`config.mk`:
```
export PLATFORM = sky130hd
export DESIGN_NAME = feed_sequenced_watchdog
export DESIGN_NICKNAME = d
export VERILOG_FILES = /design/src/wdog_pkg.sv /design/src/wdog_prescaler.sv /design/src/wdog_stage.sv /design/src/feed_sequenced_watchdog.sv
export SDC_FILE = /design/constraint.sdc
export NUM_CORES = 1
export LEC_CHECK = 0
export ABC_AREA = 1
export ABC_CLOCK_PERIOD_IN_PS = 2150
export BUFFER_PORTS_ARGS = -buffer_cell sky130_fd_sc_hd__buf_2
export CAP_MARGIN = 20
export CELL_PAD_IN_SITES_DETAIL_PLACEMENT = 1
export CELL_PAD_IN_SITES_GLOBAL_PLACEMENT = 1
export CORE_MARGIN = 4
export CORE_UTILIZATION = 43
export CTS_CLUSTER_SIZE = 16
export DETAILED_ROUTE_END_ITERATION = 8
export PLACE_DENSITY_LB_ADDON = 0.1
export SETUP_SLACK_MARGIN = 0.4
export SYNTH_ARGS = -nofsm -noshare
export SYNTH_HDL_FRONTEND = slang
export SYNTH_HIERARCHICAL = 1
export SYNTH_SLANG_ARGS = --single-unit
```
`constraint.sdc`:
```
create_clock -name clock_in -period 2.15 [get_ports clock_in]
set_input_delay 0.1075 -clock clock_in [delete_from_list [all_inputs] [get_ports clock_in]]
set_output_delay 0.1075 -clock clock_in [all_outputs]
set_load 0.01 [all_outputs]
```
`src/wdog_pkg.sv`:
```
// Shared constants and types of the feed-sequenced watchdog.
// Assumes a single 100 MHz bus clock; the counting clock arrives as an enable pulse.
`default_nettype none
package wdog_pkg;

  // ********************************************************************
  // Register map
  // ********************************************************************
  localparam logic [11:0] OFF_MODE_CONTROL    = 12'h000;
  localparam logic [11:0] OFF_TIMEOUT_CONST   = 12'h004;
  localparam logic [11:0] OFF_FEED_PORT       = 12'h008;
  localparam logic [11:0] OFF_COUNT_READBACK  = 12'h00c;

  // Mode control bit positions
  localparam int unsigned BIT_RUN_ENABLE       = 0;
  localparam int unsigned BIT_RESET_ON_TIMEOUT = 1;
  localparam int unsigned BIT_TIMEOUT_FLAG     = 2;
  localparam int unsigned BIT_INTERRUPT_FLAG   = 3;

  // ********************************************************************
  // Values and timing
  // ********************************************************************
  localparam logic [7:0]  FEED_KEY_FIRST   = 8'haa;
  localparam logic [7:0]  FEED_KEY_SECOND  = 8'h55;
  localparam logic [23:0] TIMEOUT_MIN      = 24'h00_00ff;
  localparam logic [23:0] TIMEOUT_RESET    = 24'h00_00ff;
  localparam logic [23:0] COUNT_RESET      = 24'h00_00ff;
  localparam logic [1:0]  PRESCALE_LAST    = 2'h3;
  localparam int unsigned TIMEOUT_WIDTH    = 24;

  // ********************************************************************
  // Types
  // ********************************************************************
  typedef enum logic [0:0] {
    FEED_IDLE        = 1'b0,
    FEED_AFTER_FIRST = 1'b1
  } feed_state_t;

  // Mode bits as seen by the counting logic
  typedef struct packed {
    logic run;
    logic reset_mode;
  } mode_t;

  // Bus answer carried as one group
  typedef struct packed {
    logic [31:0] rdata;
    logic        ready;
    logic        slverr;
  } bus_answer_t;

endpackage

`default_nettype wire

```
`src/wdog_prescaler.sv`:
```
// Fixed divide-by-4 prescaler of the watchdog counting clock.
// Assumes count_en_in is a one-cycle pulse per counting-clock period.
`timescale 1ns/1ps
`default_nettype none

module wdog_prescaler (
  input  wire logic clock_in,
  input  wire logic rst_in,
  input  wire logic count_en_in,
  output logic      tick_out
);

  typedef struct packed {
    logic [1:0] phase;
  } presc_state_t;

  presc_state_t s_r;
  presc_state_t s_nxt;

  // ********************************************************************
  // Divider
  // ********************************************************************
  // One tick on every fourth counting-clock pulse
  always_comb begin
    s_nxt = s_r;
    if (count_en_in) begin
      s_nxt.phase = s_r.phase + 2'h1;
    end
  end

  assign tick_out = count_en_in && (s_r.phase == wdog_pkg::PRESCALE_LAST);

  always_ff @(posedge clock_in) begin
    if (rst_in) begin
      s_r <= '0;
    end else begin
      s_r <= s_nxt;
    end
  end

endmodule

`default_nettype wire

```
`src/wdog_stage.sv`:
```
// Two-stage enabled register pipeline used to move words between the
// bus side and the counting side of the watchdog.
// Assumes the source word is held stable between enable pulses.
`timescale 1ns/1ps
`default_nettype none

module wdog_stage #(
  parameter int unsigned     WIDTH = 24,
  parameter logic [23:0]     INIT  = 24'h00_00ff
) (
  input  wire logic             clock_in,
  input  wire logic             rst_in,
  input  wire logic             en_in,
  input  wire logic [WIDTH-1:0] d_in,
  output logic      [WIDTH-1:0] q_out
);

  typedef struct packed {
    logic [WIDTH-1:0] first;
    logic [WIDTH-1:0] second;
  } stage_state_t;

  stage_state_t s_r;
  stage_state_t s_nxt;

  // ********************************************************************
  // Pipeline
  // ********************************************************************
  // Two stages so that a word never lands half-updated on the far side
  always_comb begin
    s_nxt = s_r;
    if (en_in) begin
      s_nxt.first  = d_in;
      s_nxt.second = s_r.first;
    end
  end

  assign q_out = s_r.second;

  always_ff @(posedge clock_in) begin
    if (rst_in) begin
      s_r <= {INIT[WIDTH-1:0], INIT[WIDTH-1:0]};
    end else begin
      s_r <= s_nxt;
    end
  end

endmodule

`default_nettype wire

```
`src/feed_sequenced_watchdog.sv`:
```
// Feed-sequenced watchdog: APB register slave, feed sequence checker,
// divide-by-4 prescaler and 24-bit down-counter with reset or interrupt.
// Assumes count_clock_en_in is a one-cycle pulse from the counting-clock
// divider on the same bus clock (low while that clock is stopped), and
// that chip_reset_in comes from the system reset controller on this clock.
`timescale 1ns/1ps
`default_nettype none

// Functional notes
// - Divide by four, decrement 24-bit counter
// - Counter never loaded below 0xFF
// - Timeout writes below 0xFF store 0xFF
// - Timeout constant resets to 0xFF
// - 0xAA then 0x55 reloads counter
// - Counting starts only after valid feed
// - Feed errors ignored until running
// - Wrong access after 0xAA: reset/interrupt
// - Error reset two bus cycles later
// - Mode changes act after next feed
// - Enable bits set-only, cleared by reset/underflow
// - Timeout flag survives watchdog reset
// - Interrupt flag read-only, cleared by reset
// - Interrupt mode: underflow raises interrupt
// - Reset mode: underflow resets chip
// - Interrupt request stays asserted
// - Interrupt wakes a sleeping core
// - Config reaches counting side within three
// - Readback is a staged counter snapshot
// - Counting on enable, registers on bus
module feed_sequenced_watchdog (
  input  wire logic        clock_in,
  input  wire logic        rst_in,
  input  wire logic        chip_reset_in,
  input  wire logic        count_clock_en_in,
  input  wire logic        sleeping_in,
  input  wire logic        psel_in,
  input  wire logic        penable_in,
  input  wire logic        pwrite_in,
  input  wire logic [11:0] paddr_in,
  input  wire logic [31:0] pwdata_in,
  output logic      [31:0] prdata_out,
  output logic             pready_out,
  output logic             pslverr_out,
  output logic             chip_reset_req_out,
  output logic             irq_out,
  output logic             wake_out
);

  // ********************************************************************
  // State
  // ********************************************************************
  typedef struct packed {
    logic                    run_enable;
    logic                    reset_on_timeout;
    logic                    timeout_flag;
    logic                    interrupt_flag;
    logic [23:0]             timeout_constant;
    wdog_pkg::mode_t         active;
    wdog_pkg::feed_state_t   feed_state;
    logic                    reload_pend;
    logic [23:0]             counter;
    logic [23:0]             snapshot;
    logic                    err_stage;
    logic                    chip_reset;
    logic                    irq;
    logic                    wake;
    wdog_pkg::bus_answer_t   answer;
  } wd_state_t;

  wd_state_t   s_r;
  wd_state_t   s_nxt;
  logic        presc_tick;
  logic [23:0] tc_counting;
  logic [23:0] snapshot_bus;

  // ********************************************************************
  // Functions
  // ********************************************************************
  // Floor of the reload value; shared by the register write and the reload
  // Reserved high bits take no part in the compare, so they cannot smuggle a
  // short timeout past the floor
  function automatic logic [23:0] clamp_timeout(input logic [31:0] value);
    logic [23:0] result;
    result = value[23:0];
    if (value[23:0] < wdog_pkg::TIMEOUT_MIN) begin
      result = wdog_pkg::TIMEOUT_MIN;
    end
    return result;
  endfunction

  // True for any of the four mapped word addresses
  function automatic logic addr_known(input logic [11:0] addr);
    logic hit;
    hit = 1'b0;
    case (addr)
      wdog_pkg::OFF_MODE_CONTROL,
      wdog_pkg::OFF_TIMEOUT_CONST,
      wdog_pkg::OFF_FEED_PORT,
      wdog_pkg::OFF_COUNT_READBACK: hit = 1'b1;
      default: hit = 1'b0;
    endcase
    return hit;
  endfunction

  // ********************************************************************
  // Submodules
  // ********************************************************************
  // Counting side runs only on counting-clock pulses
  wdog_prescaler u_prescaler (
    .clock_in    (clock_in),
    .rst_in      (rst_in),
    .count_en_in (count_clock_en_in),
    .tick_out    (presc_tick)
  );

  // Timeout constant handed to the counting side over two counting pulses
  wdog_stage #(
    .WIDTH (wdog_pkg::TIMEOUT_WIDTH),
    .INIT  (wdog_pkg::TIMEOUT_RESET)
  ) u_tc_stage (
    .clock_in (clock_in),
    .rst_in   (rst_in),
    .en_in    (count_clock_en_in),
    .d_in     (s_r.timeout_constant),
    .q_out    (tc_counting)
  );

  // Locked snapshot brought back over two bus cycles
  // Readback lags the counter by one counting pulse plus two bus cycles at most,
  // well inside the age that software has to allow for
  wdog_stage #(
    .WIDTH (wdog_pkg::TIMEOUT_WIDTH),
    .INIT  (wdog_pkg::COUNT_RESET)
  ) u_snap_stage (
    .clock_in (clock_in),
    .rst_in   (rst_in),
    .en_in    (1'b1),
    .d_in     (s_r.snapshot),
    .q_out    (snapshot_bus)
  );

  // ********************************************************************
  // Next state
  // ********************************************************************
  logic setup_phase;
  logic access_phase;
  logic feed_write;
  logic second_key;
  logic feed_error;
  logic valid_feed;
  logic underflow;

  // A system reset that falls between setup and access drops the prepared
  // answer; the master then waits in its access phase, so resets are expected
  // only while the bus is idle
  always_comb begin
    s_nxt        = s_r;
    setup_phase  = psel_in && !penable_in;
    access_phase = psel_in && penable_in && s_r.answer.ready;
    feed_write   = access_phase && pwrite_in && (paddr_in == wdog_pkg::OFF_FEED_PORT);
    second_key   = feed_write && (pwdata_in[7:0] == wdog_pkg::FEED_KEY_SECOND);
    valid_feed   = second_key && (s_r.feed_state == wdog_pkg::FEED_AFTER_FIRST);
    feed_error   = access_phase && (s_r.feed_state == wdog_pkg::FEED_AFTER_FIRST) && !second_key;
    underflow    = 1'b0;

    // Answer is prepared in the setup cycle so every bus output is a flop
    s_nxt.answer.ready  = setup_phase;
    s_nxt.answer.slverr = setup_phase && !addr_known(paddr_in);
    s_nxt.answer.rdata  = 32'h0000_0000;
    if (setup_phase) begin
      case (paddr_in)
        wdog_pkg::OFF_MODE_CONTROL: begin
          s_nxt.answer.rdata[wdog_pkg::BIT_RUN_ENABLE]       = s_r.run_enable;
          s_nxt.answer.rdata[wdog_pkg::BIT_RESET_ON_TIMEOUT] = s_r.reset_on_timeout;
          s_nxt.answer.rdata[wdog_pkg::BIT_TIMEOUT_FLAG]     = s_r.timeout_flag;
          s_nxt.answer.rdata[wdog_pkg::BIT_INTERRUPT_FLAG]   = s_r.interrupt_flag;
        end
        wdog_pkg::OFF_TIMEOUT_CONST:  s_nxt.answer.rdata[23:0] = s_r.timeout_constant;
        wdog_pkg::OFF_COUNT_READBACK: s_nxt.answer.rdata[23:0] = snapshot_bus;
        default:                      s_nxt.answer.rdata = 32'h0000_0000;
      endcase
    end

    // Software writes; bits 31:3 of mode and 31:24 of the constant are dropped
    if (access_phase && pwrite_in) begin
      case (paddr_in)
        wdog_pkg::OFF_MODE_CONTROL: begin
          s_nxt.run_enable       = s_r.run_enable | pwdata_in[wdog_pkg::BIT_RUN_ENABLE];
          s_nxt.reset_on_timeout = s_r.reset_on_timeout | pwdata_in[wdog_pkg::BIT_RESET_ON_TIMEOUT];
          if (!pwdata_in[wdog_pkg::BIT_TIMEOUT_FLAG]) begin
            s_nxt.timeout_flag = 1'b0;
          end
        end
        wdog_pkg::OFF_TIMEOUT_CONST: s_nxt.timeout_constant = clamp_timeout(pwdata_in);
        default: s_nxt.timeout_constant = s_r.timeout_constant;
      endcase
    end

    // Feed sequence tracker; any access ends the sequence
    // A second first key counts as a wrong access, as does a read of any register
    if (access_phase) begin
      if (feed_write && (s_r.feed_state == wdog_pkg::FEED_IDLE) &&
          (pwdata_in[7:0] == wdog_pkg::FEED_KEY_FIRST)) begin
        s_nxt.feed_state = wdog_pkg::FEED_AFTER_FIRST;
      end else begin
        s_nxt.feed_state = wdog_pkg::FEED_IDLE;
      end
    end
    if (valid_feed) begin
      s_nxt.reload_pend = 1'b1;
    end

    // Errors count only once a feed has started the counter
    // One stage of delay puts the request in the second cycle after the bad access
    s_nxt.err_stage = feed_error && s_r.active.run;
    if (s_r.err_stage) begin
      if (s_r.active.reset_mode) begin
        s_nxt.chip_reset = 1'b1;
      end else begin
        s_nxt.interrupt_flag = 1'b1;
      end
    end

    // Counting side: acts only on counting-clock pulses
    // The prescaler is not cleared by a reload, so the first decrement after a
    // feed comes one to four pulses later; the timeout varies by one tick
    if (count_clock_en_in) begin
      s_nxt.snapshot = s_r.counter;
      if (s_r.reload_pend) begin
        // Mode bits are latched here, so a mode write waits for a feed
        s_nxt.reload_pend       = valid_feed;
        s_nxt.counter           = clamp_timeout({8'h00, tc_counting});
        s_nxt.active.run        = s_r.run_enable;
        s_nxt.active.reset_mode = s_r.reset_on_timeout;
      end else if (presc_tick && s_r.active.run) begin
        if (s_r.counter == 24'h00_0000) begin
          underflow     = 1'b1;
          s_nxt.counter = clamp_timeout({8'h00, tc_counting});
        end else begin
          s_nxt.counter = s_r.counter - 24'h00_0001;
        end
      end
    end

    // Underflow outcome; hardware sets win over software clears
    if (underflow) begin
      s_nxt.timeout_flag = 1'b1;
      if (s_r.active.reset_mode) begin
        s_nxt.chip_reset = 1'b1;
      end else begin
        s_nxt.interrupt_flag = 1'b1;
      end
      s_nxt.run_enable       = 1'b0;
      s_nxt.reset_on_timeout = 1'b0;
      s_nxt.active           = '0;
    end

    // Any system reset clears everything except the timeout flag
    // The prescaler and the constant pipeline keep running through it; a feed
    // within two pulses of a reset may still reload the old constant
    if (chip_reset_in) begin
      s_nxt                  = '0;
      s_nxt.timeout_constant = wdog_pkg::TIMEOUT_RESET;
      s_nxt.counter          = wdog_pkg::COUNT_RESET;
      s_nxt.snapshot         = wdog_pkg::COUNT_RESET;
      s_nxt.timeout_flag     = s_r.timeout_flag | underflow;
    end

    // Request held high until a system reset clears the interrupt flag
    s_nxt.irq  = s_nxt.interrupt_flag;
    s_nxt.wake = s_nxt.interrupt_flag && sleeping_in;
  end

  // ********************************************************************
  // Registers
  // ********************************************************************
  // Only power-on reset or a software write of 0 to the flag bit clears the timeout flag
  // Synchronous reset: the bus clock must run while rst_in is held
  always_ff @(posedge clock_in) begin
    if (rst_in) begin
      s_r                  <= '0;
      s_r.timeout_constant <= wdog_pkg::TIMEOUT_RESET;
      s_r.counter          <= wdog_pkg::COUNT_RESET;
      s_r.snapshot         <= wdog_pkg::COUNT_RESET;
    end else begin
      s_r <= s_nxt;
    end
  end

  // ********************************************************************
  // Outputs
  // ********************************************************************
  // Every output is a field of the state register, so none can glitch
  assign prdata_out         = s_r.answer.rdata;
  assign pready_out         = s_r.answer.ready;
  assign pslverr_out        = s_r.answer.slverr;
  assign chip_reset_req_out = s_r.chip_reset;
  assign irq_out            = s_r.irq;
  assign wake_out           = s_r.wake;

endmodule

`default_nettype wire

```
**Yosys cells after proc, flatten, opt, wreduce, memory -nomap -nowiden**

Cells that the tools add are included.

- Reductions and logical operators: 33
- Multiplexer cells: 35
- Equality and inequality tests: 7
- $lt $le $gt $ge: 2
- Bitwise operators: 5
- Add/sub/neg operators: 2

Operators with widths:

| kind | number |
|---|---|
| 24-bit two-way mux | 8 |
| 116-bit two-way mux | 1 |
| 49-bit two-way mux | 1 |
| 24-bit by 8-bit < comparator with 1-bit output, second input constant | 2 |
| 20-bit one-hot mux with 2 select lines | 1 |
| 12-bit by 4-bit == test with 1-bit output, second input constant | 2 |
| 24-bit logical NOT | 1 |
| 24-bit by 1-bit subtractor with 24-bit output, second input constant | 1 |
| 1-bit two-way mux | 19 |
| 1-bit logical AND | 16 |
| 12-bit by 3-bit == test with 1-bit output, second input constant | 1 |
| 12-bit logical NOT | 1 |
| 4-bit one-hot mux with 3 select lines | 1 |
| 8-bit by 7-bit == test with 1-bit output, second input constant | 1 |
| 8-bit == test, second input constant | 1 |
| 2-bit two-way mux | 4 |
| 2-bit AND reduction | 4 |
| 3-bit nonzero test | 2 |
| 3-bit OR reduction | 2 |
| 4-bit OR reduction | 1 |
| 1-bit logical NOT | 3 |
| 3-bit by 2-bit != test with 1-bit output, second input constant | 1 |
| 1-bit bitwise OR | 3 |
| 3-bit AND reduction | 1 |
| other kinds (5) | 6 |

- Register bits: 215
- Logic and storage cells: 107

**Logic depth before layout (Yosys ltp)**

- Depth after elaboration: 11
- Mapped depth: 12
- Mapped depth without buffers: 12

**Cells and area by module**

The synthesis kept the hierarchy.

By module, submodules not included:

| module | seq. area each (um^2) | cells each | times used | area each (um^2) |
|---|---|---|---|---|
| feed_sequenced_watchdog | 2182.1 | 769 | 1 | 5357.6 |
| wdog_stage | 960.9 | 297 | 2 | 2080.7 |
| wdog_prescaler | 40.0 | 15 | 1 | 97.6 |

**Worst setup path after synthesis**

OpenSTA, ideal clock, no wires.

- Kind: register to register
- Start point: reg s_r[62] (netlist name)
- End point: reg s_r[64] (netlist name)
- Data arrival time: 1.353 ns
- Required time: 2.016 ns
- Library setup time: 0.134 ns
- Period minus slack after synthesis: 1.487 ns
- Setup slack: 0.663 ns
- Stages on the path, launching flop included: 11
- Buffers on the path: 1
- Path through: dfxtp_1 > inv_1 > ha_1 > nand2_1 > nor2_1 > nand3_2 > nand2_2 > nand2_1 > buf_2 > o21ai_0 > nand3_1

==> flow_metrics.py <==
metrics = {
    "timing": {
        "rsz0062_at_grt": "yes",
        "period_needed_ns": 1.675,
        "finalCritPeriodShare_pct": 77.92,
        "fin_skew_ns": 0.01354,
        "max_freq_ghz": 0.5969,
        "hold_violations": 0,
        "drv_slew": 0,
        "setup_tns_ns": 0,
        "layout_setup_ws_ns": 0.4746,
        "worst_pin_slew_ns": 0.7176,
        "max-slew-margin-rel_pct": 52.11,
        "setup_viol": 0,
    },
    "synthesis": {
        "postSynthCellCount": 1378,
        "yosys_warnings": 6,
        "yosysUniqueCellTypes": 38,
        "netlist_area_sq_um": 9617,
        "avgSynthCellArea_sq_um": 6.979,
        "yosysSeqAreaShare_pct": 43.09,
        "synth_seq_cells": 207,
    },
    "route": {
        "dr_wl_met2_um": 13860,
        "ant_nets": 0,
        "drt_iter0_markers": 557,
        "vias": 8572,
        "vias_per_cell": 5.033,
        "drc_errors": 0,
        "drt_wl_total_um": 28780,
        "wl_per_cell_um": 16.90,
        "drt-met1-wl_um": 13070,
        "routed.top_layer": "met4",
        "firstDrtPassIters": 5,
        "wl_met3_um": 962,
    },
    "critical_path": {
        "crit_type": "reg2reg",
        "crit_fanout": 8,
        "end_kind": "flop",
        "crit_path_start_kind": "flop",
        "required_ns": 2.54,
        "reg2reg_from": "s_r[71]",
        "reg2reg_depth": 9,
        "arrival_ns": 2.07,
        "timing.rr.end": "s_r[63]",
        "ff2ff_setup_slack_ns": 0.47,
    },
    "placement": {
        "portBuffers": 72,
        "dp_hpwl_um": 19670,
        "pre_cts_ws_ns": 0.2437,
        "place_congestion": 0.8673,
    },
    "power_and_ir_drop": {
        "p_leak_nw": 5.026,
        "clockPowerShare_pct": 48.0,
        "peakVddDrop_mv": 0.6043,
        "power_frac_comb_pct": 6.1,
        "p_int_mw": 6.748,
        "pwr-share-seq_pct": 45.9,
        "p_per_area_nw_per_um2": 803.9,
        "switching_share_pct": 23.32,
        "p_switching_mw": 2.053,
    },
    "run_status": {
        "status": "completed",
    },
    "global_routing": {
        "grt_overflow_total": 0,
        "grt_pass1_wl_um": 45210,
        "grt_max_degree": 100,
        "grtUsageTotal_pct": 23.03,
        "first_global_vias": 8402,
        "antenna_found_initial": 0,
    },
    "clock_tree": {
        "cts_buffers": 24,
        "htreeDepth": 1,
        "clockRootBuffer": "clkbuf_16",
        "cts_sinks": 207,
        "cts_tree": "yes",
        "insertion_delay_ns": 0.53,
        "clk_path_buf_depth": 3,
        "clk_pin_slew_ns": 0.07,
    },
    "layout": {
        "n_antenna_cell": 0,
        "nets": 1461,
        "drive_gt1_share_pct": 13.77,
        "syn_to_final_growth_pct": 13.84,
    },
    "job": {
        "maxCapViolations": 0,
    },
    "floorplan": {
        "placement_rows": 54,
        "start_util_pct": 43.93,
        "coreArea_sq_um": 21890,
        "die_y_um": 157.5,
        "die-area_sq_um": 24820,
        "pin_count": 89,
        "die_w_um": 157.5,
    },
    "hold_path": {
        "holdCritStartpoint": "psel_in",
        "min_path_cells": 5,
        "hold_path_end": "s_r[87]",
        "hold_path_class": "in2reg",
    },
}
==> synthesized netlist by cell type, drive strengths merged <==
cell type	number	share of area [%]
a21oi	55	2.9
a31o	1	0.091
a31oi	4	0.26
a32oi	20	1.8
buf	124	9.9
clkbuf	19	0.82
clkinv	1	0.039
conb	2	0.078
dfxtp	207	43
ha	3	0.39
inv	143	5.6
mux2i	1	0.10
nand2	385	15
nand3	90	4.8
nand4	9	0.59
nor2	235	9.6
nor3	7	0.42
nor4	6	0.39
o211a	1	0.10
o211ai	9	0.70
o21ai	46	2.4
o21bai	5	0.39
or2	1	0.065
or3	1	0.065
xor2	3	0.27
==> placed cells by master, fill, tap and decap left out, types with 2 or more instances in the layout <==
master         netlist  routed
nand2_1            382     378
o21bai_1             5       5
xor2_1               3       3
nand2_2              3       5
nor2_4               4      14
clkinv_2             0       2
o21ai_0             42      40
o21ai_1              4       6
dfxtp_1            207     197
nor2_1             225     216
bufinv_16            0       3
nand3_1             88      86
buf_4               90      28
dlygate4sd3_1        0      32
inv_1              138     134
clkbuf_8             0       5
nand2_4              0       2
clkbuf_1            17       8
nor4_1               6       6
inv_2                5       5
buf_12               0       5
buf_2               14      71
nand3_2              2       3
nand4_1              9       9
inv_4                0       2
conb_1               2       9
o211ai_1             9       9
dfxtp_2              0       9
a21oi_1             54      53
a21oi_2              1       2
nor2_2               6       5
clkbuf_16            0      24
a32oi_1             20      20
a31oi_1              4       4
nor3_1               6       6
==> area by class of cell <==
class | instances | area [sq um]
Clock buffer | 37 | 699.4
Multi-Input combinational cell | 891 | 4056
Clock inverter | 6 | 116.4
Fill cell | 2802 | 10940
Inverter | 144 | 554.3
Sequential cell | 207 | 4159
Tap cell | 280 | 350.3
Timing Repair Buffer | 138 | 1012
==> registers in the layout, indices dropped and copies added (netlist names), named ones only <==
name / flops
u_tc_stage/s_r: 24
u_prescaler/s_r: 2
wake_out: 1
u_snap_stage/s_r: 24
pslverr_out: 1
pready_out: 1
u_tc_stage/q_out: 24
prdata_out: 24
s_r: 80
irq_out: 1
u_snap_stage/q_out: 24
==> layer usage <==
metal  track usage (%)  up-vias
met5                 0        -
met3             2.777       53
met2             39.08      141
met1             30.63     4102
met4             7.374        0
li1                  -     4276
==> power groups by stage <==
stage,combinational [mW],clock (mW),sequential [mW]
5_1_grt,0.615,4.50,4.05
3_5_place_dp,0.482,0,4.12
2_1_floorplan,0.463,0,4.08
4_1_cts,0.526,4.32,4.04
3_3_place_gp,0.471,0,4.12
6_report,0.537,4.23,4.04
==> cells by family after synthesis <==
family                     share of synthesized area [%]
and+or+nand+nor                                    31.06
buffers and inverters                              16.34
DFF                                                43.09
AOI/OAI and AO/OA                                  8.665
adders and majority gates                         0.3904
xor gates and xnor gates                          0.2733
other                                            0.07809
muxes                                             0.1041
==> repair_timing <==
item                                    4_1_cts  5_1_grt
buffers inserted                              5        9
hold endpoints to repair                     45        0
cloned                                        0        0
endpoints found under the setup margin       30       52
pin swaps                                     3       12
hold buffers                                 32        0
resized for setup                             5       49
==> worst max path at each step <==
stage	from	end	slack, ns	depth (start not counted)
after global routing	s_r[67]	s_r[76]	0.38	11
after CTS	s_r[77]	s_r[63]	0.35	9
final	s_r[71]	s_r[63]	0.47	9
after detailed placement	s_r[62]	s_r[71]	0.24	10
after global placement	s_r[62]	s_r[81]	0.28	11
after floorplan	s_r[62]	s_r[64]	0.66	10
==> stage by stage <==
stage	util (%)	cells	power (mW)	instance area, sq um	hold slack, ns
3_3_place_gp	43.56	1614	4.591	9535	0.3584
3_5_place_dp	43.56	1614	4.604	9535	0.3535
6_report	50.01	1703	8.801	10950	0.02497
2_1_floorplan	-	1385	4.542	9643	0.1766
5_1_grt	50.01	1703	9.158	10950	0.07656
4_1_cts	48.98	1694	8.884	10720	0.002377
==> critical path, cell delays in order (launching register included) <==
cell and delay [ns]:
dfxtp_1 0.36, nor2_4 0.15, nand2_2 0.09, nor2_4 0.16, nand3_4 0.10, nand2_4 0.14, nand2_2 0.11, buf_4 0.18
o21ai_1 0.16, nand3_1 0.09
Note: power is estimated with default switching activity, not from simulation.
